`src/sysctl_cfg.svh`:
```
// Register offsets, reset values and field positions of the system control bank.
`ifndef SYSCTL_CFG_SVH
`define SYSCTL_CFG_SVH

`define SYSCTL_BASE          32'h4004_8000
`define SYSCTL_SPAN_MASK     32'hFFFF_C000
`define SYSCTL_OFS_MASK      32'h0000_0FFF
`define SYSCTL_OFS_W         12

`define OFS_VECTOR_REMAP     12'h000
`define OFS_PERIPH_RESET     12'h004
`define OFS_PLL_CTRL         12'h008
`define OFS_PLL_LOCK         12'h00C
`define OFS_XTAL_OSC         12'h020
`define OFS_LP_OSC           12'h024
`define OFS_RC_TRIM          12'h028
`define OFS_RESET_CAUSE      12'h030
`define OFS_PLL_SRC_SEL      12'h040
`define OFS_PLL_SRC_UPD      12'h044
`define OFS_MAIN_SRC_SEL     12'h070
`define OFS_MAIN_SRC_UPD     12'h074
`define OFS_CORE_BUS_DIV     12'h078
`define OFS_BUS_CLK_GATE     12'h080
`define OFS_SER0_DIV         12'h094
`define OFS_ASER_DIV         12'h098
`define OFS_SER1_DIV         12'h09C
`define OFS_WD_SRC_SEL       12'h0D0
`define OFS_WD_SRC_UPD       12'h0D4
`define OFS_WD_DIV           12'h0D8
`define OFS_CKO_SRC_SEL      12'h0E0
`define OFS_CKO_SRC_UPD      12'h0E4
`define OFS_CKO_DIV          12'h0E8
`define OFS_PIN_CAP0         12'h100
`define OFS_PIN_CAP1         12'h104
`define OFS_BROWNOUT         12'h150
`define OFS_TICK_CAL         12'h154
`define OFS_WAKE_EDGE        12'h200
`define OFS_WAKE_ENABLE      12'h204
`define OFS_WAKE_CLEAR       12'h208
`define OFS_WAKE_STATUS      12'h20C
`define OFS_SLEEP_PWR        12'h230
`define OFS_WAKE_PWR         12'h234
`define OFS_RUN_PWR          12'h238
`define OFS_PART_ID          12'h3F4

`define RST_ZERO             32'h0000_0000
`define RST_VECTOR_REMAP     32'h0000_0002
`define RST_RC_TRIM          32'h0000_0080
`define RST_CORE_BUS_DIV     32'h0000_0001
`define RST_BUS_CLK_GATE     32'h0000_085F
`define RST_TICK_CAL         32'h0000_0004
`define RST_WAKE_PWR         32'h0000_EDF0
`define RST_RUN_PWR          32'h0000_EDF0

`define REMAP_MSB            1
`define PRST_W               4
`define ALL_ONES             32'hFFFF_FFFF
`define REMAP_MASK           32'h0000_0003
`define PRST_MASK            32'h0000_000F
`define PLL_CTRL_MASK        32'h0000_007F
`define XTAL_OSC_MASK        32'h0000_0003
`define LP_OSC_MASK          32'h0000_01FF
`define RC_TRIM_MASK         32'h0000_00FF
`define SEL_MASK             32'h0000_0003
`define UPD_MASK             32'h0000_0001
`define DIV_MASK             32'h0000_00FF
`define BROWNOUT_MASK        32'h0000_001F
`define TICK_CAL_MASK        32'h03FF_FFFF
`define WAKE_MASK            32'h0000_1FFF
`define PWR_MASK             32'h0000_FFFF

`endif

```
`src/sysctl_pkg.sv`:
```
// Types shared by the system control register bank.
`default_nettype none
package sysctl_pkg;
  typedef enum logic [1:0] {
    SYSCTL_VEC_BOOT  = 2'h0,
    SYSCTL_VEC_SRAM  = 2'h1,
    SYSCTL_VEC_FLASH = 2'h2,
    SYSCTL_VEC_RSVD  = 2'h3
  } sysctl_vec_t;
endpackage : sysctl_pkg
`default_nettype wire

```
`src/sysctl_regs.sv`:
```
// System control register bank with vector remap and peripheral resets.
`timescale 1ns/1ns
`default_nettype none
`include "sysctl_cfg.svh"

// How it works
// Each register sits on its own aligned 32-bit word.
// The bank decodes at base 0x4004_8000, register chosen by byte offset.
// Remap field 0 sends vector fetches to boot ROM.
// Remap field 1 sends vector fetches to on-chip SRAM.
// Remap field 2 leaves vectors in flash; field resets to binary 10.
// Writing 0 to a peripheral reset bit asserts that peripheral's reset.
// Writing 1 releases the peripheral reset until 0 is written again.
// Software writes 1 to reset bits before using the peripherals.
// Peripheral reset register resets to zero, holding peripherals reset.
// Bus clock gate register at 0x080 is read/write, resets to 0x85F.
// Core bus divider at 0x078 is read/write, resets to 0x001.
// Wake-latch clear at 0x208 is write-only; writes clear wake latches.
// Wake-latch status at 0x20C is read-only; writes do nothing.
// Deep-sleep power config at 0x230 is read/write, resets to zero.
// Wake power config at 0x234 is read/write, low half resets to EDF0.
// Pin capture at 0x100 is read-only, holds pins sampled after reset.
// Reset bits: 0 serial port 0, 1 two-wire, 2 serial port 1, 3 CAN.
// Software accesses whole registers only, never single bytes.
// Reserved offsets and bits read zero; writes to them are ignored.
// Write-only registers read zero; read-only ones ignore writes.
module sysctl_regs #(
  parameter logic [31:0] PART_ID = 32'h0000_1234  // Arbitrary value.
) (
  input  wire logic        sys_clk_i,
  input  wire logic        rst_i,
  input  wire logic        sel_i,
  input  wire logic        wr_i,
  input  wire logic [31:0] addr_i,
  input  wire logic [31:0] wdata_i,
  output logic      [31:0] rdata_o,
  output logic             hit_o,
  input  wire logic        pll_lock_i,
  input  wire logic [31:0] reset_cause_i,
  input  wire logic [31:0] pin_cap0_i,
  input  wire logic [31:0] pin_cap1_i,
  input  wire logic [12:0] wake_latch_i,
  output logic      [12:0] wake_latch_clr_o,
  output sysctl_pkg::sysctl_vec_t vec_map_o,
  output logic             vec_boot_o,
  output logic             vec_sram_o,
  output logic             serial0_rst_n_o,
  output logic             twowire_rst_n_o,
  output logic             serial1_rst_n_o,
  output logic             can_rst_n_o,
  output logic      [31:0] bus_clk_gate_o,
  output logic      [31:0] core_bus_div_o
);

  // ------------------------------------------------------------------
  // Address decode
  // ------------------------------------------------------------------
  // Each read/write register except the run power config is an index into a small array.
  localparam int NRW = 27;
  localparam logic [11:0] RW_OFS [NRW] = '{
    `OFS_VECTOR_REMAP, `OFS_PERIPH_RESET, `OFS_PLL_CTRL, `OFS_XTAL_OSC,
    `OFS_LP_OSC, `OFS_RC_TRIM, `OFS_PLL_SRC_SEL, `OFS_PLL_SRC_UPD,
    `OFS_MAIN_SRC_SEL, `OFS_MAIN_SRC_UPD, `OFS_CORE_BUS_DIV,
    `OFS_BUS_CLK_GATE, `OFS_SER0_DIV, `OFS_ASER_DIV, `OFS_SER1_DIV,
    `OFS_WD_SRC_SEL, `OFS_WD_SRC_UPD, `OFS_WD_DIV, `OFS_CKO_SRC_SEL,
    `OFS_CKO_SRC_UPD, `OFS_CKO_DIV, `OFS_BROWNOUT, `OFS_TICK_CAL,
    `OFS_WAKE_EDGE, `OFS_WAKE_ENABLE, `OFS_SLEEP_PWR, `OFS_WAKE_PWR};
  localparam logic [31:0] RW_RST [NRW] = '{
    `RST_VECTOR_REMAP, `RST_ZERO, `RST_ZERO, `RST_ZERO, `RST_ZERO,
    `RST_RC_TRIM, `RST_ZERO, `RST_ZERO, `RST_ZERO, `RST_ZERO,
    `RST_CORE_BUS_DIV, `RST_BUS_CLK_GATE, `RST_ZERO, `RST_ZERO, `RST_ZERO,
    `RST_ZERO, `RST_ZERO, `RST_ZERO, `RST_ZERO, `RST_ZERO, `RST_ZERO,
    `RST_ZERO, `RST_TICK_CAL, `RST_ZERO, `RST_ZERO, `RST_ZERO,
    `RST_WAKE_PWR};
  // Implemented bits; reserved bits are never stored, so they read zero.
  localparam logic [31:0] RW_MSK [NRW] = '{
    `REMAP_MASK, `PRST_MASK, `PLL_CTRL_MASK, `XTAL_OSC_MASK,
    `LP_OSC_MASK, `RC_TRIM_MASK, `SEL_MASK, `UPD_MASK, `SEL_MASK,
    `UPD_MASK, `DIV_MASK, `ALL_ONES, `DIV_MASK, `DIV_MASK, `DIV_MASK,
    `SEL_MASK, `UPD_MASK, `DIV_MASK, `SEL_MASK, `UPD_MASK, `DIV_MASK,
    `BROWNOUT_MASK, `TICK_CAL_MASK, `WAKE_MASK, `WAKE_MASK, `PWR_MASK,
    `PWR_MASK};
  localparam int IX_REMAP = 0;
  localparam int IX_PRST  = 1;
  localparam int IX_DIV   = 10;
  localparam int IX_GATE  = 11;

  logic [11:0] ofs;
  logic        in_bank;
  logic        wr_en;
  logic [31:0] rw_ff [NRW];
  logic [31:0] run_pwr_ff;

  // Low two address bits are ignored: every register is a whole word.
  function automatic logic ofs_is(input logic [11:0] a,
                                  input logic [11:0] o);
    ofs_is = (a[11:2] == o[11:2]);
  endfunction : ofs_is

  assign ofs     = addr_i[11:0];
  assign in_bank = ((addr_i & `SYSCTL_SPAN_MASK) == `SYSCTL_BASE);
  assign wr_en   = sel_i && wr_i && in_bank;
  assign hit_o   = sel_i && in_bank;

  // ------------------------------------------------------------------
  // Read/write storage
  // ------------------------------------------------------------------
  // Reset values 0 for the peripheral resets hold them asserted.
  genvar gi;
  generate
    for (gi = 0; gi < NRW; gi++) begin : g_rw
      always_ff @(posedge sys_clk_i) begin
        if (rst_i) begin
          rw_ff[gi] <= RW_RST[gi];
        end else if (wr_en && ofs_is(ofs, RW_OFS[gi])) begin
          rw_ff[gi] <= wdata_i & RW_MSK[gi];
        end
      end
    end
  endgenerate

  // Run power config sits after the array so its own reset is kept clear.
  always_ff @(posedge sys_clk_i) begin
    if (rst_i) begin
      run_pwr_ff <= `RST_RUN_PWR;
    end else if (wr_en && ofs_is(ofs, `OFS_RUN_PWR)) begin
      run_pwr_ff <= wdata_i & `PWR_MASK;
    end
  end

  // ------------------------------------------------------------------
  // Wake latch clear strobe and pin capture
  // ------------------------------------------------------------------
  // The clear strobe lasts one cycle per write; it is not stored.
  always_ff @(posedge sys_clk_i) begin
    if (rst_i) begin
      wake_latch_clr_o <= 13'h0;
    end else if (wr_en && ofs_is(ofs, `OFS_WAKE_CLEAR)) begin
      wake_latch_clr_o <= wdata_i[12:0];
    end else begin
      wake_latch_clr_o <= 13'h0;
    end
  end

  // Pins are caught on the first edge after reset release, then frozen.
  logic        cap_done_ff;
  logic [31:0] cap0_ff;
  logic [31:0] cap1_ff;
  always_ff @(posedge sys_clk_i) begin
    if (rst_i) begin
      cap_done_ff <= 1'b0;
    end else begin
      cap_done_ff <= 1'b1;
    end
  end
  always_ff @(posedge sys_clk_i) begin
    if (!cap_done_ff && !rst_i) begin
      cap0_ff <= pin_cap0_i;
      cap1_ff <= pin_cap1_i;
    end
  end

  // ------------------------------------------------------------------
  // Read mux
  // ------------------------------------------------------------------
  logic [31:0] nxt_rdata;
  always_comb begin
    nxt_rdata = 32'h0;
    for (int i = 0; i < NRW; i++) begin
      if (ofs_is(ofs, RW_OFS[i])) begin
        nxt_rdata = rw_ff[i];
      end
    end
    if (ofs_is(ofs, `OFS_RUN_PWR)) begin
      nxt_rdata = run_pwr_ff;
    end
    if (ofs_is(ofs, `OFS_PLL_LOCK)) begin
      nxt_rdata = {31'h0, pll_lock_i};
    end
    if (ofs_is(ofs, `OFS_RESET_CAUSE)) begin
      nxt_rdata = reset_cause_i;
    end
    if (ofs_is(ofs, `OFS_PIN_CAP0)) begin
      nxt_rdata = cap0_ff;
    end
    if (ofs_is(ofs, `OFS_PIN_CAP1)) begin
      nxt_rdata = cap1_ff;
    end
    if (ofs_is(ofs, `OFS_WAKE_STATUS)) begin
      nxt_rdata = {19'h0, wake_latch_i};
    end
    if (ofs_is(ofs, `OFS_PART_ID)) begin
      nxt_rdata = PART_ID;
    end
    if (!in_bank) begin
      nxt_rdata = 32'h0;
    end
  end

  // Read data is registered: valid on the cycle after sel_i with wr_i low.
  always_ff @(posedge sys_clk_i) begin
    if (rst_i) begin
      rdata_o <= 32'h0;
    end else if (sel_i && !wr_i) begin
      rdata_o <= nxt_rdata;
    end
  end

  // ------------------------------------------------------------------
  // Vector remap, peripheral reset, clock gate and divider outputs
  // ------------------------------------------------------------------
  always_comb begin
    vec_map_o = sysctl_pkg::sysctl_vec_t'(rw_ff[IX_REMAP][`REMAP_MSB:0]);
    vec_boot_o = (vec_map_o == sysctl_pkg::SYSCTL_VEC_BOOT);
    vec_sram_o = (vec_map_o == sysctl_pkg::SYSCTL_VEC_SRAM);
  end
  // Code 3 is left unmapped, so like flash mode it redirects nothing.

  // Active-low resets follow the stored bits directly.
  assign serial0_rst_n_o = rw_ff[IX_PRST][0];
  assign twowire_rst_n_o = rw_ff[IX_PRST][1];
  assign serial1_rst_n_o = rw_ff[IX_PRST][2];
  assign can_rst_n_o     = rw_ff[IX_PRST][3];
  assign bus_clk_gate_o  = rw_ff[IX_GATE];
  assign core_bus_div_o  = rw_ff[IX_DIV];
endmodule : sysctl_regs
`default_nettype wire

```
`config.mk`:
```
export PLATFORM = sky130hd
export DESIGN_NAME = sysctl_regs
export DESIGN_NICKNAME = d
export VERILOG_FILES = /design/src/sysctl_pkg.sv /design/src/sysctl_regs.sv
export VERILOG_INCLUDE_DIRS = /design/src /design/src/src
export SDC_FILE = /design/constraint.sdc
export NUM_CORES = 1
export LEC_CHECK = 0
export ABC_AREA = 1
export BUFFER_PORTS_ARGS = -buffer_cell sky130_fd_sc_hd__buf_2
export CELL_PAD_IN_SITES_DETAIL_PLACEMENT = 0
export CELL_PAD_IN_SITES_GLOBAL_PLACEMENT = 2
export CORE_AREA = 4 4 210 212
export DETAILED_ROUTE_END_ITERATION = 8
export DIE_AREA = 0 0 214 216
export PLACE_DENSITY = 0.82
export SYNTH_ARGS = -nofsm -noshare
export SYNTH_HDL_FRONTEND = slang
export SYNTH_SLANG_ARGS = --single-unit
```
`constraint.sdc`:
```
create_clock -name sys_clk_i -period 9.95 [get_ports sys_clk_i]
set_input_delay 2.985 -clock sys_clk_i [delete_from_list [all_inputs] [get_ports sys_clk_i]]
set_output_delay 2.985 -clock sys_clk_i [all_outputs]
set_load 0.02 [all_outputs]
```
==> summary.md, run 1 <==
| Metric | Value |
|---|---|
| First-pass GRT wire length | 73.36 mm |
| Largest area contributor in the netlist | edfxtp_1 |
| Sequential-to-total area share from yosys stat | 0.6170 |
| Critical path arrival | 3.98 ns |
| # hold bufs at CTS | 0 |
| Met3 Routed Length | 3.294 mm |
| Fmax | 0.1436 GHz |
| Area growth, synth to finish | 17.80% |
| Row cnt | 75 |
| Synth Flop Type | edfxtp_1 |
| Iter 0 DRT Violations | 1125 |
| Via count | 12150 |
| Pin count of the biggest net entering global routing | 65 |
| CTS max path bufs | 3 |
| PwrDens | 173.2 nW/um2 |
| Count of pins over their slew limit | 0 |
| Post-synth EDFFs | 277 |
| 1st-pass router iterations | 7 |
| Crit path cell chain | buf_2, nor2_1, nand3b_1, nor4_1, nand2_1, inv_1, buf_2 |
| Initial Util | 0.3694 |
| Fraction of registers with async set/reset | 0 |
| Share of layout cells above drive strength 1 | 0.2186 |
| IO Port Bufs | 267 |
| Clock sink total | 339 |
| Crit-path max FO | 3 |
| Final Setup Violations | 0 |
| Top cell by count, worst path | buf_2 |
| CTS clk-pin slew, worst paths | 0.05 ns |
| Met2 WL | 23.00 mm |
| Placeable Area | 41950 um2 |
| Top cell type's share of synthesized area | 0.5369 |
| CP Capture Type | primary output |
| Yosys reg bits | 339 |
| Avg Cell Area, Syn | 9.659 um2 |
| Top-count cell post-synth | nand2_1 |
| H-tree Lvls | 2 |
| Global route total overflow | 0 |
| Die height | 216 um |
| Gr usage total | 0.2063 |
| Synthesized area | 15490 um2 |
| Tcrit/Tclk final | 0.6999 |
| Commonest cells post-synth | 344 x nand2_1, 279 x nor2_1, 277 x edfxtp_1, 108 x inv_1, 84 x a21oi_1 |
| Unrepaired setup endpoints after global routing | no |
| Synth area leaders | edfxtp_1 54%, nand2_1 8.3%, dfxtp_1 8.0% |
| Clock latency on the worst-skew pair | 0.54 ns |
| Worst Tran Pin Value | 1.243 ns |
| Vias/cell | 5.068 |
| Setup Fix Bufs, Post-CTS | 0 |
| Min Clock Period, post-route | 6.964 ns |
| Hold Vio Cnt, Final | 0 |
| Initial antenna violation count | 6 |
| Number of global-route vias before repair | 11750 |
| Synth cell types | 46 |
| Layout Nets | 2000 |
| Num ports | 296 |
| Worst VDD drop | 0.1103 mV |
| Met1 Wirelength | 22.24 mm |
| Setup CP Type | input port to primary output |
| Post-Syn Instances | 1604 |
| YS warnings | 0 |
| Top Layer Used | met4 |
| Worst setup SP type | input port |
| Resized cells post-CTS | 0 |
| Hold Path Class | flop to flop |
| Clock root cell | clkbuf_16 |
| Final antenna-violating net count | 0 |
| RePlAce Congestion | 0.8535 |
| MaxCap Viol Count | 0 |
| CP required | 6.97 ns |
| Slew HR | 0.1643 |
| Leakage | 7.373 nW |
| Outcome | finished, final reports clean |
| DR DRC count | 0 |
| Die area | 46220 um2 |
| TritonCTS clock tree | built |
| CP max stage cell | nor4_1 |
| Clock Skews | 0.01742 ns |
| Setup TNS Final | 0 ns |
| Num CTS Buffers | 40 |
| Slowest stage delay, CP | 0.31 ns |
| DPL Wire Length | 34.84 mm |
| Chip width | 214 um |
| Wire length per cell | 20.61 um |
| Total Power | 3.161 mW |
| Total wire length | 49.40 mm |
final cells by class:
type,instances,area (um2)
Antenna cell,5,12.51
Clock buffer,56,1164
Clock inverter,17,93.84
Fill cell,4077,23700
Inverter,133,501.7
Multi-Input combinational cell,1025,4790
Sequential cell,339,9559
Tap cell,539,674.4
Timing Repair Buffer,283,1456
worst paths after layout:
path / from / endpoint / slack [ns] / cells past startpoint
worst max-delay path: addr_i[21] / hit_o / 2.99 / 7
worst min-delay path: rdata_o[7] / rdata_o[7] / 0.46 / 2
worst max register to register: rw_ff[0][34] / rdata_o[2] / 7.40 / 16
worst min register to register: rdata_o[7] / rdata_o[7] / 0.46 / 2
per-stage QoR:
step	instance area, um2	hold WS [ns]	instances	setup slack (ns)	util
global placement	16980	0.4505	2319	2.967	0.4048
global route	18250	0.4842	2397	2.852	0.4351
finish	18250	0.4603	2397	2.986	0.4351
CTS	18240	0.4613	2392	2.984	0.4348
floorplan	15580	0.4385	1627	2.855	-
detailed placement	16980	0.4527	2319	2.990	0.4048
logic make-up (layout without fill, tap and decap cells):
kind of cell | Yosys count | in the layout | synth area share
compound gates | 212 | 212 | 0.08439
buf+inv | 263 | 489 | 0.08116
flops | 339 | 339 | 0.6170
other cells | 1 | 29 | 0.0002420
simple gates | 789 | 789 | 0.2172
registers in the layout, summed over array words and instances, names as in the netlist:
signal and cells:
cap0_ff 32, cap1_ff 32, cap_done_ff 1, run_pwr_ff 16
rw_ff 213, wake_latch_clr_o 13, rdata_o 32
cells in the final DEF, fill, tap and decap left out, drive strengths merged, types with 25 or more instances in the layout:
cell,synthesis,final
inv,125,125
nand2,351,351
o21ai,40,40
dfxtp,62,62
edfxtp,277,277
buf,81,283
clkbuf,49,56
o211ai,52,52
clkinv,8,25
nand4,31,31
nand3,59,59
a21oi,84,84
nor2,300,300
routing by layer:
metal  track usage  vias to the layer above
li1              -                     5802
met2        0.3335                      429
met4       0.04820                        0
met1        0.2934                     5860
met3       0.03404                       58
met5             0                        -
power breakdown:
part / total [mW] / switching, mW / leakage (nW) / internal, mW
logic: 0.158 / 0.117 / 3.62 / 0.0408
clock network: 1.40 / 0.580 / 0.622 / 0.816
registers: 1.61 / 0.0183 / 3.13 / 1.59
critical path, delay by kind of cell:
family | cells | cell delay [ns]
simple gates | 4 | 0.67
buf+inv | 3 | 0.33
No activity file was read; power rests on OpenSTA's default activity.
==> run 2: changes to the inputs <==
--- a/config.mk
+++ b/config.mk
@@ -6,14 +6,14 @@
 export SDC_FILE = /design/constraint.sdc
 export NUM_CORES = 1
 export LEC_CHECK = 0
-export ABC_AREA = 1
+export ABC_AREA = 0
 export BUFFER_PORTS_ARGS = -buffer_cell sky130_fd_sc_hd__buf_2
 export CELL_PAD_IN_SITES_DETAIL_PLACEMENT = 0
 export CELL_PAD_IN_SITES_GLOBAL_PLACEMENT = 2
-export CORE_AREA = 4 4 210 212
+export CORE_AREA = 4 4 225 227
 export DETAILED_ROUTE_END_ITERATION = 8
-export DIE_AREA = 0 0 214 216
-export PLACE_DENSITY = 0.82
+export DIE_AREA = 0 0 229 231
+export PLACE_DENSITY = 0.73
 export SYNTH_ARGS = -nofsm -noshare
 export SYNTH_HDL_FRONTEND = slang
 export SYNTH_SLANG_ARGS = --single-unit
==> constraint.sdc (replaced) <==
create_clock -name sys_clk_i -period 6 [get_ports sys_clk_i]
set_input_delay 1.8 -clock sys_clk_i [delete_from_list [all_inputs] [get_ports sys_clk_i]]
set_output_delay 1.8 -clock sys_clk_i [all_outputs]
set_load 0.02 [all_outputs]
==> run 2 against run 1 <==
Clock power increased by 69%. Count of clock-buffer cells in the layout unchanged. Core utilization decreased by 4.3 points. Sequential power increased by 66%. Critical path type unchanged. Largest cell class unchanged.
==> summary.md, run 2 <==
| Metric | Value |
|---|---|
| Setup ws final | 1.250 ns |
| Die area | 52900 um2 |
| Setup TNS Final | 0 ns |
| Resized cells post-CTS | 0 |
| Final Setup Violations | 0 |
| Pre-CTS WS | 1.073 ns |
| Placeable Area | 48650 um2 |
| Synth cell types | 68 |
| YS warnings | 0 |
| Largest family of logic cells by synthesized area | simple AND/OR/NAND/NOR gates |
| Fmax | 0.2105 GHz |
| MaxCap Viol Count | 0 |
| Hold Vio Cnt, Final | 0 |
| Num ports | 296 |
| PwrDens | 281.7 nW/um2 |
| Cell count of the worst reg-to-reg path | 7 |
| Simple-Gate Fraction of Synth Area | 0.1954 |
| Post-Syn Instances | 1430 |
| Slowest stage delay, CP | 0.39 ns |
| Outcome | finished, final reports clean |
| Crit-path max FO | 5 |
| Largest Register | rw_ff |
| Clock root cell | clkbuf_16 |
| Total wire length | 60.25 mm |
| Worst Tran Pin Value | 0.9398 ns |
| Row cnt | 81 |
| Number of global-route vias before repair | 12610 |
| Chip width | 229 um |
| Crit path cell chain | buf_2, nor4b_1, and4_1, nand2_1, inv_1, buf_2 |
| IO Port Bufs | 267 |
| Post-synth EDFFs | 277 |
| Setup CP Type | input port to primary output |
| First-pass GRT wire length | 86.11 mm |
| Top cell by count, worst path | buf_2 |
| # hold bufs at CTS | 0 |
| Min Clock Period, post-route | 4.750 ns |
| Clock sink total | 339 |
| Gr usage total | 0.2183 |
| DPL Wire Length | 42.83 mm |
| WHS Endpoint | rdata_o[13] |
| Num CTS Buffers | 42 |
| Global route total overflow | 0 |
| WHS | 0.4419 ns |
| CP Capture Type | primary output |
| Avg Cell Area, Syn | 11.14 um2 |
| Commonest non-fill, non-tap cell in the layout | edfxtp_1 |
| Count of pins over their slew limit | 0 |
| Vias/cell | 5.468 |
| Unrepaired setup endpoints after global routing | no |
| Pin count of the biggest net entering global routing | 51 |
| R2r setup slk | 3.93 ns |
| Hold Path Class | flop to flop |
| Cell count of the worst hold path | 2 |
| Slew HR | 0.3668 |
| CTS max path bufs | 3 |
| Worst VDD drop | 0.1796 mV |
| Worst setup SP type | input port |
| Area growth, synth to finish | 19.66% |
| Clock Skews | 0.01804 ns |
| Hold path startpoint | rdata_o[13] |
| Top-count cell post-synth | edfxtp_1 |
| Initial antenna violation count | 10 |
| Commonest cells post-synth | 277 x edfxtp_1, 171 x and2_1, 136 x nand2_1, 132 x nor2_1, 68 x buf_4 |
| Reg2reg start | rw_ff[0][1] |
| Via count | 12750 |
| CTS clk-pin slew, worst paths | 0.06 ns |
| Max reg flops | 213 |
| Top cell type's share of synthesized area | 0.5224 |
| Final antenna-violating net count | 0 |
| Synthesized-area fraction occupied by adder cells | 0 |
| Fraction of synthesized area in multiplexers | 0.005814 |
| Worst r2r dst | rdata_o[1] |
| Tcrit/Tclk final | 0.7916 |
| Synthesized area | 15920 um2 |
| H-tree Lvls | 2 |
| Setup Fix Bufs, Post-CTS | 0 |
| Leakage | 7.122 nW |
| CP max stage cell | nor4b_1 |
| Layout Nets | 1844 |
| Synth Area in Compound Gates | 0.1394 |
| DR DRC count | 0 |
| Yosys reg bits | 339 |
| Synth area leaders | edfxtp_1 52%, dfxtp_1 7.8%, and2_1 6.7% |
| Iter 0 DRT Violations | 1298 |
| Total Power | 5.368 mW |
| Commonest non-fill, non-tap cells in the layout | 277 x edfxtp_1, 267 x buf_2, 171 x and2_1 |
| CP required | 4.20 ns |
| RePlAce Congestion | 0.9097 |
| Fraction of registers with async set/reset | 0 |
| Share of layout cells above drive strength 1 | 0.2425 |
| Clock latency on the worst-skew pair | 0.56 ns |
| Wire length per cell | 25.85 um |
| Synth Flop Type | edfxtp_1 |
| Filler instances | 4767 |
| 1st-pass router iterations | 6 |
| Initial Util | 0.3273 |
| Die height | 231 um |
| TritonCTS clock tree | built |
| Critical path arrival | 2.95 ns |
| Largest area contributor in the netlist | edfxtp_1 |
| Sequential-to-total area share from yosys stat | 0.6003 |
| Post-synthesis xor/xnor area fraction | 0 |
[run 2: changes by cell type after synthesis, moves of 41 or more]
cell     change
nor2_1     -147
nand2_1    -208
a21oi_1     -41
and2_1     +169
inv_1      -101
a22oi_1     +63
[run 2: power by group]
| group | leakage [nW] | switching, mW | internal (mW) | total (mW) |
|---|---|---|---|---|
| Clock | 0.615 | 0.993 | 1.37 | 2.36 |
| Combinational | 3.37 | 0.236 | 0.0971 | 0.334 |
| Sequential | 3.13 | 0.0370 | 2.64 | 2.67 |
| Total | 7.12 | 1.27 | 4.10 | 5.37 |
[run 2: cell families (layout without fill, tap and decap cells)]
group / Yosys count / in the layout
AND/OR/NAND/NOR: 594 / 594
flip-flops: 339 / 339
AO/OA/AOI/OAI: 317 / 317
buffers and inverters: 170 / 416
multiplexers: 9 / 9
other: 1 / 34
[run 2: worst max-delay path, delay by kind of cell]
family / cells / cell delay, ns
buf+inv: 3 / 0.35
simple gates: 3 / 0.81
[run 2: metrics by stage]
step	instances	instance area, um2	util
floorplan	1453	16010	-
global placement	2244	17770	0.3653
detailed placement	2244	17770	0.3653
CTS	2321	19030	0.3912
global route	2329	19050	0.3916
finish	2331	19050	0.3917
[run 2: layout make-up]
| class | instances | area (um2) | area share |
|---|---|---|---|
| diodes | 10 | 25.02 | 0.001313 |
| clock buffers | 56 | 1135 | 0.05956 |
| clock inverters | 21 | 126.4 | 0.006632 |
| inverters | 7 | 26.28 | 0.001379 |
| multi-input cells | 944 | 5555 | 0.2915 |
| flip-flops and latches | 339 | 9559 | 0.5017 |
| well taps | 622 | 778.2 | 0.04084 |
| repair buffers | 332 | 1849 | 0.09705 |
[run 2: worst max-delay path by stage]
stage                     startpoint             to  slack, ns  depth (start not counted)
after floorplan           addr_i[11]  rw_ff[0][352]       0.27                          6
after global placement     addr_i[2]     rdata_o[8]       1.09                          9
after detailed placement   addr_i[2]     rdata_o[8]       1.07                          9
after CTS                 addr_i[17]          hit_o       1.20                          6
after global routing      addr_i[17]          hit_o       1.09                          6
final                     addr_i[17]          hit_o       1.25                          6
[run 2: layer usage]
metal,vias up,share of wire,global-route usage
met5,-,0,0
met4,0,0.035,0.08444
met3,102,0.075,0.04492
met2,578,0.45,0.3300
met1,6362,0.44,0.3089
li1,5704,-,-
==> run 3: changes to the inputs <==
--- a/config.mk
+++ b/config.mk
@@ -10,10 +10,10 @@
 export BUFFER_PORTS_ARGS = -buffer_cell sky130_fd_sc_hd__buf_2
 export CELL_PAD_IN_SITES_DETAIL_PLACEMENT = 0
 export CELL_PAD_IN_SITES_GLOBAL_PLACEMENT = 2
-export CORE_AREA = 4 4 225 227
+export CORE_AREA = 4 4 216 218
 export DETAILED_ROUTE_END_ITERATION = 8
-export DIE_AREA = 0 0 229 231
-export PLACE_DENSITY = 0.73
+export DIE_AREA = 0 0 220 222
+export PLACE_DENSITY = 0.76
 export SYNTH_ARGS = -nofsm -noshare
 export SYNTH_HDL_FRONTEND = slang
 export SYNTH_SLANG_ARGS = --single-unit
==> constraint.sdc (replaced) <==
create_clock -name sys_clk_i -period 4.5 [get_ports sys_clk_i]
set_input_delay 1.35 -clock sys_clk_i [delete_from_list [all_inputs] [get_ports sys_clk_i]]
set_output_delay 1.35 -clock sys_clk_i [all_outputs]
set_load 0.02 [all_outputs]
==> run 3 against run 2 <==
Clock power grew 49%. Global-route usage grew 1.5 points. Sequential power is 33% higher. First-iteration DRC count is 1.2% lower. Worst setup slack got worse by 0.69 ns. Cell count grew 0.73%. Critical endpoint unchanged. Critical path depth stayed put. Largest power group unchanged. Via count is 0.21% higher. Worst hold slack better by 0.011 ns. Sequential cell count unchanged. Combinational power is 36% higher. Non-clock buffer count grew 48.
==> summary.md, run 3 (synthesized netlist as in run 2, its figures left out) <==
| Metric | Value |
|---|---|
| Num ports | 296 |
| Number of global-route vias before repair | 12450 |
| Leakage | 7.452 nW |
| Met2 WL | 27.07 mm |
| TritonCTS clock tree | built |
| Total Power | 7.519 mW |
| Unrepaired setup endpoints after global routing | no |
| Max reg flops | 213 |
| Placeable Area | 44890 um2 |
| Initial Util | 0.3547 |
| CP required | 3.15 ns |
| Setup Fix Bufs, Post-CTS | 0 |
| Filler instances | 4341 |
| Setup CP Type | input port to primary output |
| Setup TNS Final | 0 ns |
| Top Layer Used | met4 |
| Final antenna-violating net count | 0 |
| DR DRC count | 0 |
| Share of layout cells above drive strength 1 | 0.2708 |
| Commonest non-fill, non-tap cells in the layout | 277 x edfxtp_1, 267 x buf_2, 171 x and2_1 |
| Wire length per cell | 25.17 um |
| Initial antenna violation count | 5 |
| Met3 Routed Length | 5.267 mm |
| PwrDens | 384.0 nW/um2 |
| Crit-path max FO | 5 |
| Area of the multi-input gates | 5559 um2 |
| Fmax | 0.2535 GHz |
| R2r setup slk | 2.30 ns |
| CP Buf/Inv Count | 3 |
| Slowest stage delay, CP | 0.47 ns |
| WHS Endpoint | rdata_o[15] |
| Critical path arrival | 2.59 ns |
| H-tree Lvls | 2 |
| Chip width | 220 um |
| Die area | 48840 um2 |
| Min Clock Period, post-route | 3.944 ns |
| Reg2reg start | rw_ff[0][454] |
| Count of pins over their slew limit | 0 |
| Cell count of the worst hold path | 2 |
| Total wire length | 59.10 mm |
| Largest Register | rw_ff |
| Vias/cell | 5.440 |
| # hold bufs at CTS | 0 |
| Crit path cell chain | buf_2, nor4b_1, and4_1, nand2_1, inv_1, buf_2 |
| Top cell by count, worst path | buf_2 |
| Via count | 12770 |
| RePlAce Congestion | 0.9455 |
| CP max stage cell | nor4b_1 |
| Cell count of the worst reg-to-reg path | 7 |
| Resized cells post-CTS | 0 |
| Global route total overflow | 0 |
| Tcrit/Tclk final | 0.8764 |
| CP delay by family, top | simple AND/OR/NAND/NOR gates |
| First-pass GRT wire length | 84.15 mm |
| Fin area | 19580 um2 |
| DPL Wire Length | 43.39 mm |
| Pin count of the biggest net entering global routing | 54 |
| Hold Path Class | flop to flop |
| Num CTS Buffers | 40 |
| Iter 0 DRT Violations | 1282 |
| Clock latency on the worst-skew pair | 0.57 ns |
| Clock sink total | 339 |
| Placement Cell Area | 18140 um2 |
| IO Port Bufs | 267 |
| Final Setup Violations | 0 |
| CTS clk-pin slew, worst paths | 0.06 ns |
| Die height | 222 um |
| Worst Tran Pin Value | 0.8831 ns |
| Slew HR | 0.4098 |
| Worst setup SP type | input port |
| Hold path startpoint | rdata_o[15] |
| Commonest non-fill, non-tap cell in the layout | edfxtp_1 |
| Worst VDD drop | 0.2059 mV |
| CP Capture Type | primary output |
| Layout Nets | 1890 |
| Hold Vio Cnt, Final | 0 |
| Met1 Wirelength | 25.11 mm |
| Row cnt | 78 |
| Sequential cell area | 9559 um2 |
| Area growth, synth to finish | 22.97% |
| MaxCap Viol Count | 0 |
| Clock root cell | clkbuf_16 |
| Clock Skews | 0.02422 ns |
| Outcome | finished, final reports clean |
| Worst r2r dst | rdata_o[6] |
| CTS max path bufs | 3 |
| 1st-pass router iterations | 6 |
| Gr usage total | 0.2338 |
==> run 3: worst max path at each step <==
stage / start / to / slack (ns) / cells after the start
6_report: addr_i[16] / hit_o / 0.56 / 6
5_1_grt: addr_i[16] / hit_o / 0.35 / 6
4_1_cts: addr_i[16] / hit_o / 0.53 / 6
3_5_place_dp: addr_i[4] / rdata_o[3] / 0.35 / 9
3_3_place_gp: addr_i[4] / rdata_o[3] / 0.29 / 9
2_1_floorplan: addr_i[11] / rw_ff[0][352] / 0.08 / 6
==> run 3: worst register-to-register path, stage by stage, from the launching register on <==
cell and delay [ns]:
edfxtp_1 0.36, o21ai_0 0.34, nor4_1 0.11, buf_4 0.15
a211oi_1 0.33, a21oi_1 0.19, o21ai_0 0.46, a22oi_1 0.14
==> run 3: per-layer routing <==
metal,up-vias,track usage
li1,5771,-
met1,6309,0.3357
met2,602,0.3582
met3,91,0.04522
met4,0,0.07273
met5,-,0
==> run 3: power by group <==
group	leakage [nW]	internal [mW]	switching (mW)
combinational	3.62	0.140	0.312
clock	0.699	2.13	1.37
sequential	3.13	3.51	0.0479
==> run 3: per-stage QoR <==
step                        util  std cells  setup WS [ns]  hold WS (ns)
final                     0.4362       2348         0.5560        0.4526
after global routing      0.4362       2348         0.3451        0.4755
after CTS                 0.4359       2343         0.5297        0.4501
after detailed placement  0.4041       2270         0.3534        0.4368
after global placement    0.4041       2270         0.2871        0.4373
after floorplan                -       1453        0.08402        0.4312
==> run 3: final cells by class <==
| class | instances | share of cell area |
|---|---|---|
| antenna | 5 | 0.0006390 |
| multi-input combinational | 944 | 0.2839 |
| inverter | 7 | 0.001342 |
| tap | 600 | 0.03834 |
| clock inverter | 26 | 0.01776 |
| timing repair buffer | 380 | 0.1148 |
| sequential | 339 | 0.4882 |
| clock buffer | 47 | 0.05508 |
